===== config.mk =====
export PLATFORM = sky130hd
export DESIGN_NAME = apa_top
export DESIGN_NICKNAME = d
export VERILOG_FILES = /design/src/rtl/apa_pkg.sv /design/src/rtl/apa_edge_count.sv /design/src/rtl/apa_top.sv
export SDC_FILE = /design/constraint.sdc
export NUM_CORES = 1
export LEC_CHECK = 0
export BUFFER_PORTS_ARGS = -buffer_cell sky130_fd_sc_hd__buf_2
export CORE_MARGIN = 1
export CORE_UTILIZATION = 50
export DETAILED_ROUTE_END_ITERATION = 8
export GPL_ROUTABILITY_DRIVEN = 0
export PLACE_DENSITY = 0.67
export SLEW_MARGIN = 20
export SYNTH_ARGS = -nofsm -noshare
export SYNTH_HDL_FRONTEND = slang
export SYNTH_SLANG_ARGS = --single-unit

===== constraint.sdc =====
create_clock -name ref_clk -period 7 [get_ports ref_clk]
set_clock_uncertainty 0.05 [all_clocks]
set_input_delay 1.05 -clock ref_clk [delete_from_list [all_inputs] [get_ports ref_clk]]
set_output_delay 1.05 -clock ref_clk [all_outputs]
set_load 0.01 [all_outputs]

===== src/rtl/apa_pkg.sv =====
// apa_pkg: register map, field positions and encodings of the auto phase adjust block
// assumes byte-wide register port and a 6-bit sampling phase
package apa_pkg;
   // ----------------------------------------------------------------
   // register offsets
   // ----------------------------------------------------------------
   localparam logic [7:0] CMD_ADDR    = 8'h50;
   localparam logic [7:0] STAT_ADDR   = 8'h51;
   localparam logic [7:0] VMASK_ADDR  = 8'h52;
   localparam logic [7:0] LMASK_ADDR  = 8'h53;
   localparam logic [7:0] TMASK_ADDR  = 8'h54;
   localparam logic [7:0] OPT_ADDR    = 8'h55;
   localparam logic [7:0] THR_ADDR    = 8'h56;
   localparam logic [7:0] RES3_ADDR   = 8'h57;
   localparam logic [7:0] RES2_ADDR   = 8'h58;
   localparam logic [7:0] RES1_ADDR   = 8'h59;
   localparam logic [7:0] RES0_ADDR   = 8'h5a;
   // ----------------------------------------------------------------
   // reset values
   // ----------------------------------------------------------------
   localparam logic [7:0] VMASK_RST   = 8'h01;
   localparam logic [7:0] LMASK_RST   = 8'h01;
   localparam logic [7:0] TMASK_RST   = 8'h01;
   localparam logic [7:0] OPT_RST     = 8'h20;
   localparam logic [7:0] THR_RST     = 8'h0a;
   // ----------------------------------------------------------------
   // field positions
   // ----------------------------------------------------------------
   localparam int BLUE_OFF_BIT   = 0;
   localparam int GREEN_OFF_BIT  = 1;
   localparam int RED_OFF_BIT    = 2;
   localparam int DIR_BIT        = 3;
   localparam int SPEED_BIT      = 4;
   localparam int UPD_VS_BIT     = 5;
   localparam int SRST_BIT       = 6;
   localparam int BUSY_BIT       = 7;
   localparam int OPT_USED_MSB   = 6;
   localparam int PRE_LSB        = 0;
   localparam int POST_LSB       = 4;
   localparam int VMASK_USED     = 8'h77;
   // ----------------------------------------------------------------
   // commands and timing
   // ----------------------------------------------------------------
   localparam logic [2:0] CMD_SET_PHASE = 3'h3;
   localparam logic [2:0] CMD_APPLY_ACTIVE_WINDOW_CMD    = 3'h4;
   localparam logic [6:0] STEP_FAST     = 7'h1c;  // 28 frames
   localparam logic [6:0] STEP_SLOW     = 7'h40;  // 64 frames
   localparam int         THR_SHIFT     = 2;      // threshold times four
   // line counts for the vertical mask codes
   localparam logic [5:0] PRE_LINES  [8] = '{6'd0, 6'd1, 6'd2, 6'd4, 6'd6, 6'd8, 6'd10, 6'd12};
   localparam logic [5:0] POST_LINES [8] = '{6'd5, 6'd18, 6'd19, 6'd20, 6'd22, 6'd25, 6'd41,
                                             6'd44};
   typedef enum logic [1:0] {
      APA_IDLE  = 2'b00,
      APA_MEAS  = 2'b01,
      APA_APPLY = 2'b11
   } apa_state_type;
endpackage


===== src/rtl/apa_edge_count.sv =====
// apa_edge_count: one colour channel, flags a sample-to-sample step above threshold
// assumes samples arrive one per clock with a valid qualifier
`timescale 1ns/1ps
module apa_edge_count #(
   parameter int DW = 10
) (
   // clock and reset
   input  wire logic          ref_clk,
   input  wire logic          rst_b,
   // sample stream
   input  wire logic [DW-1:0] sample,
   input  wire logic          enable,
   input  wire logic [DW-1:0] threshold,
   // result
   output logic               edge_hit
);
   logic [DW-1:0] prev_q;
   logic [DW-1:0] diff;

   assign diff     = (sample > prev_q) ? sample - prev_q : prev_q - sample;
   assign edge_hit = enable && (diff > threshold);

   always_ff @(posedge ref_clk) begin
      if (!rst_b) prev_q <= '0;
      else        prev_q <= sample;
   end
endmodule // apa_edge_count


===== src/rtl/apa_top.sv =====
// apa_top: auto sampling-phase adjust engine with its byte register file
// assumes pixel-clock inputs synchronous to ref_clk and pulse-wide sync edges
//
// Overview of operation
// - skip 0,1,2,4,6,8,10 or 12 lines before vsync edge; default 1.
// - skip 5,18,19,20,22,25,41 or 44 lines after vsync edge; default 5.
// - skip 2*N pixels after line sync edge, N from leading mask.
// - skip 2*N pixels before line sync edge, N from trailing mask.
// - option bits 0..2 drop blue, green, red from measuring when set.
// - option bit 3 selects best (0) or worst (1) phase search.
// - each search step lasts 28 frames, or 64 with bit 4 set.
// - bit 5 clear applies phase at once, set defers to vsync.
// - soft reset bit 6 holds search logic in reset while high.
// - threshold used is register value times four, ten bits wide.
// - command write runs code 3 set phase, code 4 set window.
// - status bit 7 reads one while an adjustment runs.
`timescale 1ns/1ps
module apa_top #(
   parameter int DW    = 10,
   parameter int PW    = 6,
   parameter int LINEW = 12,
   parameter int PIXW  = 12
) (
   // clock and reset
   input  wire logic           ref_clk,
   input  wire logic           rst_b,
   // register port
   input  wire logic [7:0]     reg_addr,
   input  wire logic [7:0]     reg_wdata,
   input  wire logic           reg_wr,
   input  wire logic           reg_rd,
   output logic      [7:0]     reg_rdata,
   // video timing
   input  wire logic           vsync_lead,
   input  wire logic           line_sync_output,
   input  wire logic [LINEW-1:0] lines_per_frame,
   input  wire logic [PIXW-1:0]  pixels_per_line,
   // samples
   input  wire logic [DW-1:0]  blue_in,
   input  wire logic [DW-1:0]  green_in,
   input  wire logic [DW-1:0]  red_in,
   // phase control
   output logic      [PW-1:0]  sample_phase,
   output logic                apply_active_window_cmd
);
   // ----------------------------------------------------------------
   // registers
   // ----------------------------------------------------------------
   logic [7:0]             vmask_q;
   logic [7:0]             lmask_q;
   logic [7:0]             tmask_q;
   logic [7:0]             opt_q;
   logic [7:0]             thr_q;
   logic [7:0]             rdata_q;
   logic                   win_q;
   logic [PW-1:0]          phase_q;
   logic [PW-1:0]          cand_q;
   logic [PW-1:0]          best_q;
   logic [PW-1:0]          pend_q;
   logic                   pend_v_q;
   logic [31:0]            best_cnt_q;
   logic [31:0]            cnt_q;
   logic [6:0]             frame_q;
   logic [LINEW-1:0]       line_q;
   logic [PIXW-1:0]        pix_q;
   logic                   first_q;
   apa_pkg::apa_state_type st_q;
   apa_pkg::apa_state_type st_d;

   // ----------------------------------------------------------------
   // decode
   // ----------------------------------------------------------------
   wire wr_cmd   = reg_wr && reg_addr == apa_pkg::CMD_ADDR;
   wire [2:0] search_command_code = reg_wdata[2:0];
   wire apply_phase_cmd = wr_cmd && search_command_code == apa_pkg::CMD_SET_PHASE;
   wire set_win  = wr_cmd && search_command_code == apa_pkg::CMD_APPLY_ACTIVE_WINDOW_CMD;
   wire search_block_reset = opt_q[apa_pkg::SRST_BIT];
   wire srst     = !rst_b || search_block_reset;
   wire search_in_progress = st_q != apa_pkg::APA_IDLE;
   wire search_direction   = opt_q[apa_pkg::DIR_BIT];
   wire search_step_length = opt_q[apa_pkg::SPEED_BIT];
   wire upd_on_vs          = opt_q[apa_pkg::UPD_VS_BIT];
   wire blue_measure_off   = opt_q[apa_pkg::BLUE_OFF_BIT];
   wire green_measure_off  = opt_q[apa_pkg::GREEN_OFF_BIT];
   wire red_measure_off    = opt_q[apa_pkg::RED_OFF_BIT];
   wire [DW-1:0] edge_quality_threshold = DW'({thr_q, 2'b00});

   // ----------------------------------------------------------------
   // measurement window
   // ----------------------------------------------------------------
   wire [5:0] pre_vsync_line_skip  = apa_pkg::PRE_LINES[vmask_q[apa_pkg::PRE_LSB +: 3]];
   wire [5:0] post_vsync_line_skip = apa_pkg::POST_LINES[vmask_q[apa_pkg::POST_LSB +: 3]];
   wire [PIXW-1:0] leading_pixel_skip  = PIXW'({lmask_q, 1'b0});
   wire [PIXW-1:0] trailing_pixel_skip = PIXW'({tmask_q, 1'b0});
   wire line_ok = (line_q >= LINEW'(post_vsync_line_skip)) &&
                  (line_q + LINEW'(pre_vsync_line_skip) < lines_per_frame);
   wire pix_ok  = (pix_q >= leading_pixel_skip) &&
                  (pix_q + trailing_pixel_skip < pixels_per_line);
   wire in_win  = line_ok && pix_ok && st_q == apa_pkg::APA_MEAS && !first_q;

   // ----------------------------------------------------------------
   // edge detectors, one per colour
   // ----------------------------------------------------------------
   logic [2:0] hit;
   apa_edge_count #(.DW(DW)) u_blue (
      .ref_clk   (ref_clk),
      .rst_b     (rst_b),
      .sample    (blue_in),
      .enable    (in_win && !blue_measure_off),
      .threshold (edge_quality_threshold),
      .edge_hit  (hit[0])
   );
   apa_edge_count #(.DW(DW)) u_green (
      .ref_clk   (ref_clk),
      .rst_b     (rst_b),
      .sample    (green_in),
      .enable    (in_win && !green_measure_off),
      .threshold (edge_quality_threshold),
      .edge_hit  (hit[1])
   );
   apa_edge_count #(.DW(DW)) u_red (
      .ref_clk   (ref_clk),
      .rst_b     (rst_b),
      .sample    (red_in),
      .enable    (in_win && !red_measure_off),
      .threshold (edge_quality_threshold),
      .edge_hit  (hit[2])
   );
   wire [1:0] hits = 2'(hit[0]) + 2'(hit[1]) + 2'(hit[2]);

   // ----------------------------------------------------------------
   // search control
   // ----------------------------------------------------------------
   wire [6:0] step_len  = search_step_length ? apa_pkg::STEP_SLOW : apa_pkg::STEP_FAST;
   wire step_done = vsync_lead && (frame_q == step_len - 7'd1);
   wire better    = search_direction ? (cnt_q < best_cnt_q) : (cnt_q > best_cnt_q);
   // first candidate always seeds the record, whatever its count
   wire take      = (cand_q == '0) || better;
   wire last_cand = cand_q == {PW{1'b1}};
   wire [PW-1:0] win_phase = take ? cand_q : best_q;
   wire [PW-1:0] next_cand = cand_q + PW'(1);
   wire start_cmd = apply_phase_cmd && st_q == apa_pkg::APA_IDLE;
   wire meas_vs   = vsync_lead && st_q == apa_pkg::APA_MEAS;
   // first vsync only aligns the count, its partial frame is dropped
   wire drop_vs   = meas_vs && first_q;
   wire step_vs   = meas_vs && !first_q && step_done;
   wire count_vs  = meas_vs && !first_q && !step_done;
   wire apply_now = pend_v_q && (!upd_on_vs || vsync_lead);

   always_comb begin
      st_d = st_q;
      case (st_q)
         apa_pkg::APA_IDLE:  if (apply_phase_cmd) st_d = apa_pkg::APA_MEAS;
         apa_pkg::APA_MEAS:  if (step_vs && last_cand) st_d = apa_pkg::APA_APPLY;
         apa_pkg::APA_APPLY: if (!pend_v_q) st_d = apa_pkg::APA_IDLE;
         default:            st_d = apa_pkg::APA_IDLE;
      endcase
   end

   // ----------------------------------------------------------------
   // software registers
   // ----------------------------------------------------------------
   wire wr_vmask = reg_wr && reg_addr == apa_pkg::VMASK_ADDR;
   wire wr_lmask = reg_wr && reg_addr == apa_pkg::LMASK_ADDR;
   wire wr_tmask = reg_wr && reg_addr == apa_pkg::TMASK_ADDR;
   wire wr_opt   = reg_wr && reg_addr == apa_pkg::OPT_ADDR;
   wire wr_thr   = reg_wr && reg_addr == apa_pkg::THR_ADDR;
   // reserved bits are dropped on write so they always read back as zero
   wire [7:0] vmask_d = reg_wdata & 8'(apa_pkg::VMASK_USED);
   wire [7:0] opt_d   = {1'b0, reg_wdata[apa_pkg::OPT_USED_MSB:0]};

   always_ff @(posedge ref_clk) begin
      if (!rst_b) begin
         vmask_q <= apa_pkg::VMASK_RST;
      end else if (wr_vmask) begin
         vmask_q <= vmask_d;
      end
   end

   always_ff @(posedge ref_clk) begin
      if (!rst_b) begin
         lmask_q <= apa_pkg::LMASK_RST;
      end else if (wr_lmask) begin
         lmask_q <= reg_wdata;
      end
   end

   always_ff @(posedge ref_clk) begin
      if (!rst_b) begin
         tmask_q <= apa_pkg::TMASK_RST;
      end else if (wr_tmask) begin
         tmask_q <= reg_wdata;
      end
   end

   always_ff @(posedge ref_clk) begin
      if (!rst_b) begin
         opt_q <= apa_pkg::OPT_RST;
      end else if (wr_opt) begin
         opt_q <= opt_d;
      end
   end

   always_ff @(posedge ref_clk) begin
      if (!rst_b) begin
         thr_q <= apa_pkg::THR_RST;
      end else if (wr_thr) begin
         thr_q <= reg_wdata;
      end
   end

   // ----------------------------------------------------------------
   // read back, data the cycle after the strobe
   // ----------------------------------------------------------------
   logic [7:0] rd_mux;
   always_comb begin
      case (reg_addr)
         apa_pkg::STAT_ADDR:  rd_mux = {search_in_progress, 7'h00};
         apa_pkg::VMASK_ADDR: rd_mux = vmask_q;
         apa_pkg::LMASK_ADDR: rd_mux = lmask_q;
         apa_pkg::TMASK_ADDR: rd_mux = tmask_q;
         apa_pkg::OPT_ADDR:   rd_mux = opt_q;
         apa_pkg::THR_ADDR:   rd_mux = thr_q;
         apa_pkg::RES3_ADDR:  rd_mux = best_cnt_q[31:24];
         apa_pkg::RES2_ADDR:  rd_mux = best_cnt_q[23:16];
         apa_pkg::RES1_ADDR:  rd_mux = best_cnt_q[15:8];
         apa_pkg::RES0_ADDR:  rd_mux = best_cnt_q[7:0];
         default:             rd_mux = 8'h00;
      endcase
   end

   always_ff @(posedge ref_clk) begin
      if (!rst_b) begin
         rdata_q <= 8'h00;
      end else begin
         rdata_q <= reg_rd ? rd_mux : 8'h00;
      end
   end

   always_ff @(posedge ref_clk) begin
      if (!rst_b) begin
         win_q <= 1'b0;
      end else begin
         win_q <= set_win;
      end
   end
   assign reg_rdata = rdata_q;
   assign apply_active_window_cmd = win_q;

   // ----------------------------------------------------------------
   // line and pixel position
   // ----------------------------------------------------------------
   always_ff @(posedge ref_clk) begin
      if (srst) begin
         line_q <= '0;
         pix_q  <= '0;
      end else begin
         if (vsync_lead)            line_q <= '0;
         else if (line_sync_output) line_q <= line_q + LINEW'(1);
         if (line_sync_output)      pix_q  <= '0;
         else                       pix_q  <= pix_q + PIXW'(1);
      end
   end

   // ----------------------------------------------------------------
   // search state
   // ----------------------------------------------------------------
   always_ff @(posedge ref_clk) begin
      if (srst) begin
         st_q <= apa_pkg::APA_IDLE;
      end else begin
         st_q <= st_d;
      end
   end

   always_ff @(posedge ref_clk) begin
      if (srst || start_cmd) begin
         cand_q <= '0;
      end else if (step_vs) begin
         cand_q <= next_cand;
      end
   end

   always_ff @(posedge ref_clk) begin
      if (srst) begin
         best_q     <= '0;
         best_cnt_q <= '0;
      end else if (step_vs && take) begin
         best_q     <= cand_q;
         best_cnt_q <= cnt_q;
      end
   end

   always_ff @(posedge ref_clk) begin
      if (srst || start_cmd || drop_vs || step_vs) begin
         cnt_q <= '0;
      end else if (in_win && !meas_vs) begin
         cnt_q <= cnt_q + 32'(hits);
      end
   end

   always_ff @(posedge ref_clk) begin
      if (srst || start_cmd || drop_vs || step_vs) begin
         frame_q <= '0;
      end else if (count_vs) begin
         frame_q <= frame_q + 7'd1;
      end
   end

   always_ff @(posedge ref_clk) begin
      if (srst || start_cmd) begin
         first_q <= 1'b1;
      end else if (drop_vs) begin
         first_q <= 1'b0;
      end
   end

   // ----------------------------------------------------------------
   // phase update, immediate or on next vsync
   // ----------------------------------------------------------------
   // a new candidate wins over the clearing of the one just applied
   always_ff @(posedge ref_clk) begin
      if (srst) begin
         pend_q   <= '0;
         pend_v_q <= 1'b0;
      end else if (step_vs) begin
         pend_q   <= last_cand ? win_phase : next_cand;
         pend_v_q <= 1'b1;
      end else if (apply_now) begin
         pend_v_q <= 1'b0;
      end
   end

   always_ff @(posedge ref_clk) begin
      if (srst) begin
         phase_q <= '0;
      end else if (apply_now) begin
         phase_q <= pend_q;
      end
   end
   assign sample_phase = phase_q;
endmodule // apa_top


==> out/metrics.cfg, run 1 <==
[worst_setup_path]
critPathKind=primary input to flop
cp-start-kind=primary input
slowest_stage=fa_1
slowest_delay_ns=0.49
worst_path_most_repeated_cell=o21a_1
critPathMaxFanout=21
crit_arrival_ns=7.00
required_ns=7.34
endpoint_kind=flop

[power]
p_per_area_nw_per_um2=168
peakVddDrop_mv=0.160
p_leak_nw=7.14
finalPower_w=0.00261

[logic_synthesis]
synth_edf_count=0
synthAdderAreaFrac_pct=17.0
yosysWarnings=0
ys_seq_area_share_pct=28.6
synth_top_family_by_area=simple AND/OR/NAND/NOR gates
synthSimpleGateAreaFrac_pct=19.9
synth-xor-area-share_pct=4.58
ys_ff_latch=199
synth-compound-area-share_pct=14.8
synth-main-ff-cell=dfxtp_1
synth_mux_area_share_pct=8.31
yosysUniqueCellTypes=84
synth_nets=1923
syn_area_sq_um=13900
synthArstFlopShare_pct=0
postSynthCellCount=1663
syn_area_per_cell_sq_um=8.39

[detailed_routing]
drc=0
ant_nets=0
viasPerCell=5.46
drtIter0Drc=610
drtPass1Iterations=7
drt-wirelength-per-cell_microns=15.8
vias=11634
routed_wl_microns=33700

[global_routing]
groute.usage.overall_pct=23.9
antenna_found_initial=3
grt-ovfl-total=0
grt_pass1_vias=11043
grt_pass1_wl_microns=54700
grt_max_degree=71

[cts]
cts_buffer_depth=2
path_clk_slew_ns=0.08
cts_buffers=17
cts.sinks=199
tritoncts=yes
insertion_delay_ns=0.45
cts_setup_buffers=0
cts_root_buffer=clkbuf_16
htreeDepth=4

[timing]
final_max_slew_viol_count=0
finalHoldViolations=0
setup_ws_ns=0.344
min_period_over_period_pct=95.1
setup_viol_count_final=0
slew_headroom_pct=42.0
finalHoldWorstSlack_ns=0.410
worst_slew_pin_slew_ns=0.865
timing.fmax_ghz=0.150
fin_crit_ns=6.66

[layout]
layout_common_cells=dfxtp_1, inv_1, ha_1
drive_gt1_share_pct=11.5
final_common_cell=dfxtp_1
design_area_sq_um=15500
syn_to_final_growth_pct=11.2
fill_cells=2517
nets=2007

[placed_design]
numPortBuffers=90
postPlaceCellArea_sq_um=14900
place_ws_ns=-0.377
hpwl_microns=25800

[die]
core_area_sq_um=27200
start_util_pct=51.3
die_h_microns=169
die_x_microns=169
fp-row-count=60
dieArea_sq_um=28600
io_pins=91

[status]
status=finished clean

[flow_run]
drv_cap=0

[min_path]
hold_class=flop to flop

[synth_stat cells (11+ instances only)]
library cell  number  area, sq um
nand3_1           44          220
a21o_1            30          225
xnor2_1           45          394
o211ai_1          13         97.6
clkbuf_1          42          158
or3_1             22          138
a21oi_1          110          551
nor3_1            16         80.1
and2_1            37          231
a21boi_0          19          143
nor2b_1           32          200
nand2_1          144          541
nor2_1           141          529
or4_1             15          113
xor2_1            28          245
o21ai_0           50          250
inv_1            174          653
nand2b_1          17          106
o21a_1            20          150
mux2i_1           90          901
nand4_1           26          163
ha_1             174         2180
and3_1            11         68.8
dfxtp_1          199         3980
[cells by family after synthesis]
group                    count (synthesis)
AO/OA/AOI/OAI                          320
XOR/XNOR                                73
adder cells (fa/ha/maj)                184
buffers and inverters                  234
flip-flops                             199
multiplexers                           106
AND/OR/NAND/NOR                        547
[repair_timing]
item                                    in CTS  in global routing
endpoints found under the setup margin       0                 12
resized for setup                            0                  9
hold endpoints to repair                     0                  0
hold buffers                                 0                  0
[flip-flops by register name, summed over array words and instances, names as in the netlist, 7 cells and up]
| register | count |
|---|---|
| line_q | 12 |
| u_green.prev_q | 10 |
| tmask_q | 8 |
| frame_q | 7 |
| cnt_q | 32 |
| best_cnt_q | 32 |
| pix_q | 12 |
| opt_q | 7 |
| lmask_q | 8 |
| u_blue.prev_q | 10 |
| reg_rdata | 8 |
| u_red.prev_q | 10 |
| thr_q | 8 |
[layout make-up]
| cell class | instances | area [sq um] | share of cell area, % |
|---|---|---|---|
| Antenna cell | 1 | 2.50 | 0.0161 |
| Clock buffer | 17 | 425 | 2.74 |
| Clock inverter | 14 | 176 | 1.14 |
| Inverter | 174 | 653 | 4.21 |
| Multi-Input combinational cell | 1230 | 9050 | 58.3 |
| Sequential cell | 199 | 3980 | 25.7 |
| Tap cell | 372 | 465 | 3.00 |
| Timing Repair Buffer | 125 | 758 | 4.89 |
[critical path, delay by kind of cell]
family          cells  cell delay (ns)
xor+xnor            1             0.10
buf+inv             7             0.74
fa+ha+maj           6             1.93
mux                 1             0.22
simple gates        7             1.69
compound gates     10             1.25
[layer usage]
metal / wire length (microns) / vias up / global-route usage (%)
met2: 15600 / 225 / 40.0
li1: - / 5911 / -
met1: 15800 / 5441 / 31.0
met5: 21 / - / 0
met4: 899 / 4 / 8.97
met3: 1360 / 53 / 3.95
[stage by stage]
step                      utilization, %  std cells  TNS, ns
final                               57.1       2132        0
after global routing                57.1       2131  -0.0200
after CTS                           56.9       2130        0
after detailed placement            54.7       2099    -3.22
after global placement              54.7       2099    -1.20
after floorplan                        -       1663        0
[final timing paths]
kind                            startpoint        end  slack [ns]  cells after the start
worst max-delay path            blue_in[0]  cnt_q[24]        0.34                     32
worst min-delay path             pend_q[5]  pend_q[5]        0.41                      2
worst max register to register  vmask_q[0]  cnt_q[24]        0.40                     28
worst min register to register   pend_q[5]  pend_q[5]        0.41                      2
[report_power, final]
group	switching [W]	internal, W	total (W)	leakage (nW)
Combinational	0.000237	0.000211	0.000448	5.23
Sequential	0.00000699	0.00114	0.00115	1.61
Clock	0.000502	0.000514	0.00102	0.295
Total	0.000746	0.00187	0.00261	7.14
Note: power is estimated with default switching activity, not from simulation.
==> run 2: changes to the inputs <==
--- a/config.mk
+++ b/config.mk
@@ -5,7 +5,9 @@
 export SDC_FILE = /design/constraint.sdc
 export NUM_CORES = 1
 export LEC_CHECK = 0
-export BUFFER_PORTS_ARGS = -buffer_cell sky130_fd_sc_hd__buf_2
+export BUFFER_PORTS_ARGS = -buffer_cell sky130_fd_sc_hd__buf_4
+export CAP_MARGIN = 40
+export CORE_ASPECT_RATIO = 1.75
 export CORE_MARGIN = 1
 export CORE_UTILIZATION = 50
 export DETAILED_ROUTE_END_ITERATION = 8
==> run 2 against run 1 <==
Against the previous run: combinational power grew 4.7%; critical path type unchanged; design area increased by 1.4%; hold slack got worse by 0.0040 ns; largest cell class unchanged; total power grew 0.45%; maximum frequency decreased by 0.59%; final cell count hardly changed.
==> out/metrics.cfg, run 2 (synthesis gave the netlist of run 1 again) <==
[power]
p_per_area_nw_per_um2=167
peakVddDrop_mv=0.195
p_leak_nw=7.20

[die]
io_pins=91
dieArea_sq_um=28600
fp-row-count=80
core_area_sq_um=27300
die_h_microns=223
die_x_microns=128
start_util_pct=51.0

[global_routing]
grt_pass1_vias=11644
grt-ovfl-total=0
antenna_found_initial=0
groute.usage.overall_pct=25.1
grt_pass1_wl_microns=56000
grt_max_degree=72

[detailed_routing]
vias=11787
ant_nets=0
drtIter0Drc=593
routed_wl_microns=34600
viasPerCell=5.53
wl_met2_microns=19100
drc=0
maxUsedRoutingLayer=met4
drt-wirelength-per-cell_microns=16.2
drtPass1Iterations=5
dr_wl_met3_microns=998
wl_met1_microns=13300

[worst_setup_path]
required_ns=7.36
r2r_cells=28
worstSetupEndpoint=cnt_q[18]
r2r_end=cnt_q[18]
critPathKind=primary input to flop
cp-start-kind=primary input
endpoint_kind=flop
critPathMaxFanout=19
slowest_delay_ns=0.46
slowest_stage=or4_1
crit_arrival_ns=7.06
rr_startpoint=tmask_q[0]
r2r_slack_ns=0.40
startpoint=red_in[0]

[cts]
htreeDepth=4
hold_buffers=0
path_clk_slew_ns=0.08
cts_buffer_depth=2
cts_buffers=17
cts_root_buffer=clkbuf_16
insertion_delay_ns=0.47
tritoncts=yes
cts.sinks=199

[timing]
fin_crit_ns=6.70
worst_slew_pin_slew_ns=0.756
setup_viol_count_final=0
timing.fmax_ghz=0.149
setup_tns_ns=0
finalHoldViolations=0
min_period_over_period_pct=95.7
setup_ws_ns=0.304
final_max_slew_viol_count=0
slew_headroom_pct=49.3

[layout]
fin_util_pct=57.6
layout_common_cells=dfxtp_1, inv_1, ha_1
biggestRegsByFlops=best_cnt_q (32), cnt_q (32)
nets=2011
antenna_cells=0
final_common_cell=dfxtp_1
drive_gt1_share_pct=11.7
syn_to_final_growth_pct=12.8

[placed_design]
place_ws_ns=-0.347
hpwl_microns=27300
numPortBuffers=90

[min_path]
hold_class=flop to flop

[status]
status=finished clean

[flow_run]
drv_cap=0

## run 2: layer usage
layer / track usage (%) / vias up
met5: 0 / -
met4: 11.3 / 0
met3: 3.67 / 64
met2: 49.4 / 197
met1: 25.2 / 5598
li1: - / 5928
## run 2: layout make-up
class / count / area [sq um]
Clock buffer: 19 / 453
Clock inverter: 13 / 134
Fill cell: 2606 / 11600
Inverter: 174 / 653
Multi-Input combinational cell: 1230 / 9050
Sequential cell: 199 / 3980
Tap cell: 369 / 462
Timing Repair Buffer: 129 / 993
## run 2: worst min path at each step
stage               startpoint  slack (ns)  cells past startpoint        end
floorplan            pend_q[1]        0.38                      2  pend_q[1]
global placement     pend_q[5]        0.40                      2  pend_q[5]
detailed placement   pend_q[1]        0.40                      2  pend_q[1]
CTS                  pend_q[1]        0.41                      2  pend_q[1]
global route         pend_q[5]        0.43                      2  pend_q[5]
finish               pend_q[5]        0.41                      2  pend_q[5]
## run 2: report_power, final
group	total, W	leakage [nW]	switching (W)	internal [W]
Sequential	0.00115	1.61	0.00000676	0.00114
Combinational	0.000469	5.31	0.000241	0.000227
Clock	0.00101	0.285	0.000487	0.000520
## run 2: stage by stage
stage | total power, W | std cells | hold WS, ns | area, sq um
6_report | 0.00262 | 2133 | 0.406 | 15700
5_1_grt | 0.00274 | 2133 | 0.435 | 15700
4_1_cts | 0.00264 | 2132 | 0.410 | 15700
3_5_place_dp | 0.00164 | 2100 | 0.400 | 15100
3_3_place_gp | 0.00163 | 2099 | 0.395 | 15100
2_1_floorplan | 0.00149 | 1663 | 0.381 | 13900
## run 2: what timing repair did
action	CTS	global route
buffers inserted	0	1
endpoints found under the setup margin	0	12
resized for setup	0	8
## run 2: critical path: cells and delay by family
kind	cells	cell delay, ns
AOI/OAI and AO/OA	11	1.99
xor gates and xnor gates	1	0.15
adders and majority gates	6	1.82
buffers and inverters	6	0.50
muxes	1	0.27
and+or+nand+nor	7	1.28
==> run 3: changes to the inputs <==
--- a/config.mk
+++ b/config.mk
@@ -13,6 +13,7 @@
 export DETAILED_ROUTE_END_ITERATION = 8
 export GPL_ROUTABILITY_DRIVEN = 0
 export PLACE_DENSITY = 0.67
+export RECOVER_POWER = 100
 export SLEW_MARGIN = 20
 export SYNTH_ARGS = -nofsm -noshare
 export SYNTH_HDL_FRONTEND = slang
==> run 3 against run 2 <==
Against the previous run: the run now ends with max-capacitance violations, max-slew violations left; critical path depth stayed put; total power barely moved; register-to-register slack about the same; count of clock-buffer cells in the layout unchanged; final cell count is the same; hold slack hardly changed; die area unchanged; first-iteration DRC count shrank 7.4%; flip-flop and latch count unchanged; critical path type unchanged.
==> out/metrics.cfg, run 3 (synthesis gave the netlist of run 1 again) <==
[layout]
final_common_cell=dfxtp_1
syn_to_final_growth_pct=12.2
biggestRegsByFlops=best_cnt_q (32), cnt_q (32)
layout_common_cells=dfxtp_1, inv_1, ha_1
nets=2011
antenna_cells=0
drive_gt1_share_pct=10.7

[global_routing]
grt_max_degree=72
groute.usage.overall_pct=25.1
grt_pass1_vias=11644
grt-ovfl-total=0
grt_pass1_wl_microns=56000
antenna_found_initial=0

[placed_design]
numPortBuffers=90
hpwl_microns=27300
place_ws_ns=-0.347

[cts]
tritoncts=yes
cts_root_buffer=clkbuf_16
cts_buffer_depth=2
cts_buffers=17
insertion_delay_ns=0.47
path_clk_slew_ns=0.08
cts.sinks=199
hold_buffers=0
htreeDepth=4

[min_path]
hold_class=flop to flop

[timing]
finalHoldViolations=0
worst_slew_pin_slew_ns=2.71
finalHoldWorstSlack_ns=0.406
final_max_slew_viol_count=138
slew_headroom_pct=-80.4
min_period_over_period_pct=95.6
setup_ws_ns=0.308
timing.fmax_ghz=0.149
setup_tns_ns=0
setup_viol_count_final=0
fin_crit_ns=6.69

[detailed_routing]
drtPass1Iterations=5
viasPerCell=5.52
routed_wl_microns=34500
ant_nets=0
drtIter0Drc=549
vias=11767
drc=0
drt-wirelength-per-cell_microns=16.2

[worst_setup_path]
required_ns=7.36
slowest_stage=or4_1
critPathKind=primary input to flop
cp-start-kind=primary input
cp_num_buf_inv=6
cpLargestDelayFamily=compound AO/OA/AOI/OAI gates
endpoint_kind=flop
slowest_delay_ns=0.46
r2r_slack_ns=0.41
crit_arrival_ns=7.05
critPathMaxFanout=19

[power]
p_per_area_nw_per_um2=167
finalPower_w=0.00262
peakVddDrop_mv=0.194
seq_power_share_pct=43.8
combPwrFrac_pct=17.8
switching_share_pct=28.0
p_switching_w=0.000734
p_int_w=0.00189
clkPwrFrac_pct=38.4
p_leak_nw=7.12

[status]
failed_checks=max-capacitance violations, max-slew violations
status=complete, but fails checks

[die]
die_h_microns=223
core_area_sq_um=27300
dieArea_sq_um=28600
start_util_pct=51.0
die_x_microns=128
io_pins=91
fp-row-count=80

[flow_run]
drv_cap=3

-- run 3: worst min-delay path: cells and delay by family, from the launching register on --
kind | cells | cell delay (ns)
flip-flops | 1 | 0.31
AND/OR/NAND/NOR | 1 | 0.05
AO/OA/AOI/OAI | 1 | 0.05
-- run 3: timing repair --
action                                  in CTS  in global routing
resized for setup                            0                  8
endpoints found under the setup margin       0                 12
setup buffers                                0                  1
-- run 3: path summary, 6_finish.rpt --
| check | start | to | cells after the start |
|---|---|---|---|
| setup / recovery | red_in[0] | cnt_q[18] | 32 |
| hold / removal | pend_q[5] | pend_q[5] | 2 |
| setup reg to reg | tmask_q[0] | cnt_q[18] | 28 |
| hold reg to reg | pend_q[5] | pend_q[5] | 2 |
-- run 3: area by class of cell --
cell class,instances,area (sq um)
Tap cell,369,462
Clock inverter,13,134
Inverter,174,653
Multi-Input combinational cell,1230,9050
Fill cell,2627,11700
Sequential cell,199,3980
Clock buffer,19,453
Timing Repair Buffer,129,917
-- run 3: stage by stage --
| stage | instance area [sq um] | instances | utilization [%] |
|---|---|---|---|
| 2_1_floorplan | 13900 | 1663 | - |
| 3_3_place_gp | 15100 | 2099 | 55.2 |
| 3_5_place_dp | 15100 | 2100 | 55.3 |
| 4_1_cts | 15700 | 2132 | 57.4 |
| 5_1_grt | 15700 | 2133 | 57.3 |
| 6_report | 15700 | 2133 | 57.3 |
-- run 3: metal layers --
metal / wire (microns) / GRT usage, % / up-vias
met5: 0 / 0 / -
met4: 1180 / 11.3 / 0
met3: 903 / 3.67 / 63
met2: 19000 / 49.4 / 189
met1: 13400 / 25.2 / 5584
li1: - / - / 5931
-- run 3: power by group through the flow --
| stage | clock network [W] | logic [W] | registers [W] |
|---|---|---|---|
| 2_1_floorplan | 0 | 0.000312 | 0.00117 |
| 3_3_place_gp | 0 | 0.000452 | 0.00117 |
| 3_5_place_dp | 0 | 0.000463 | 0.00118 |
| 4_1_cts | 0.00103 | 0.000466 | 0.00115 |
| 5_1_grt | 0.00107 | 0.000523 | 0.00115 |
| 6_report | 0.00101 | 0.000467 | 0.00115 |
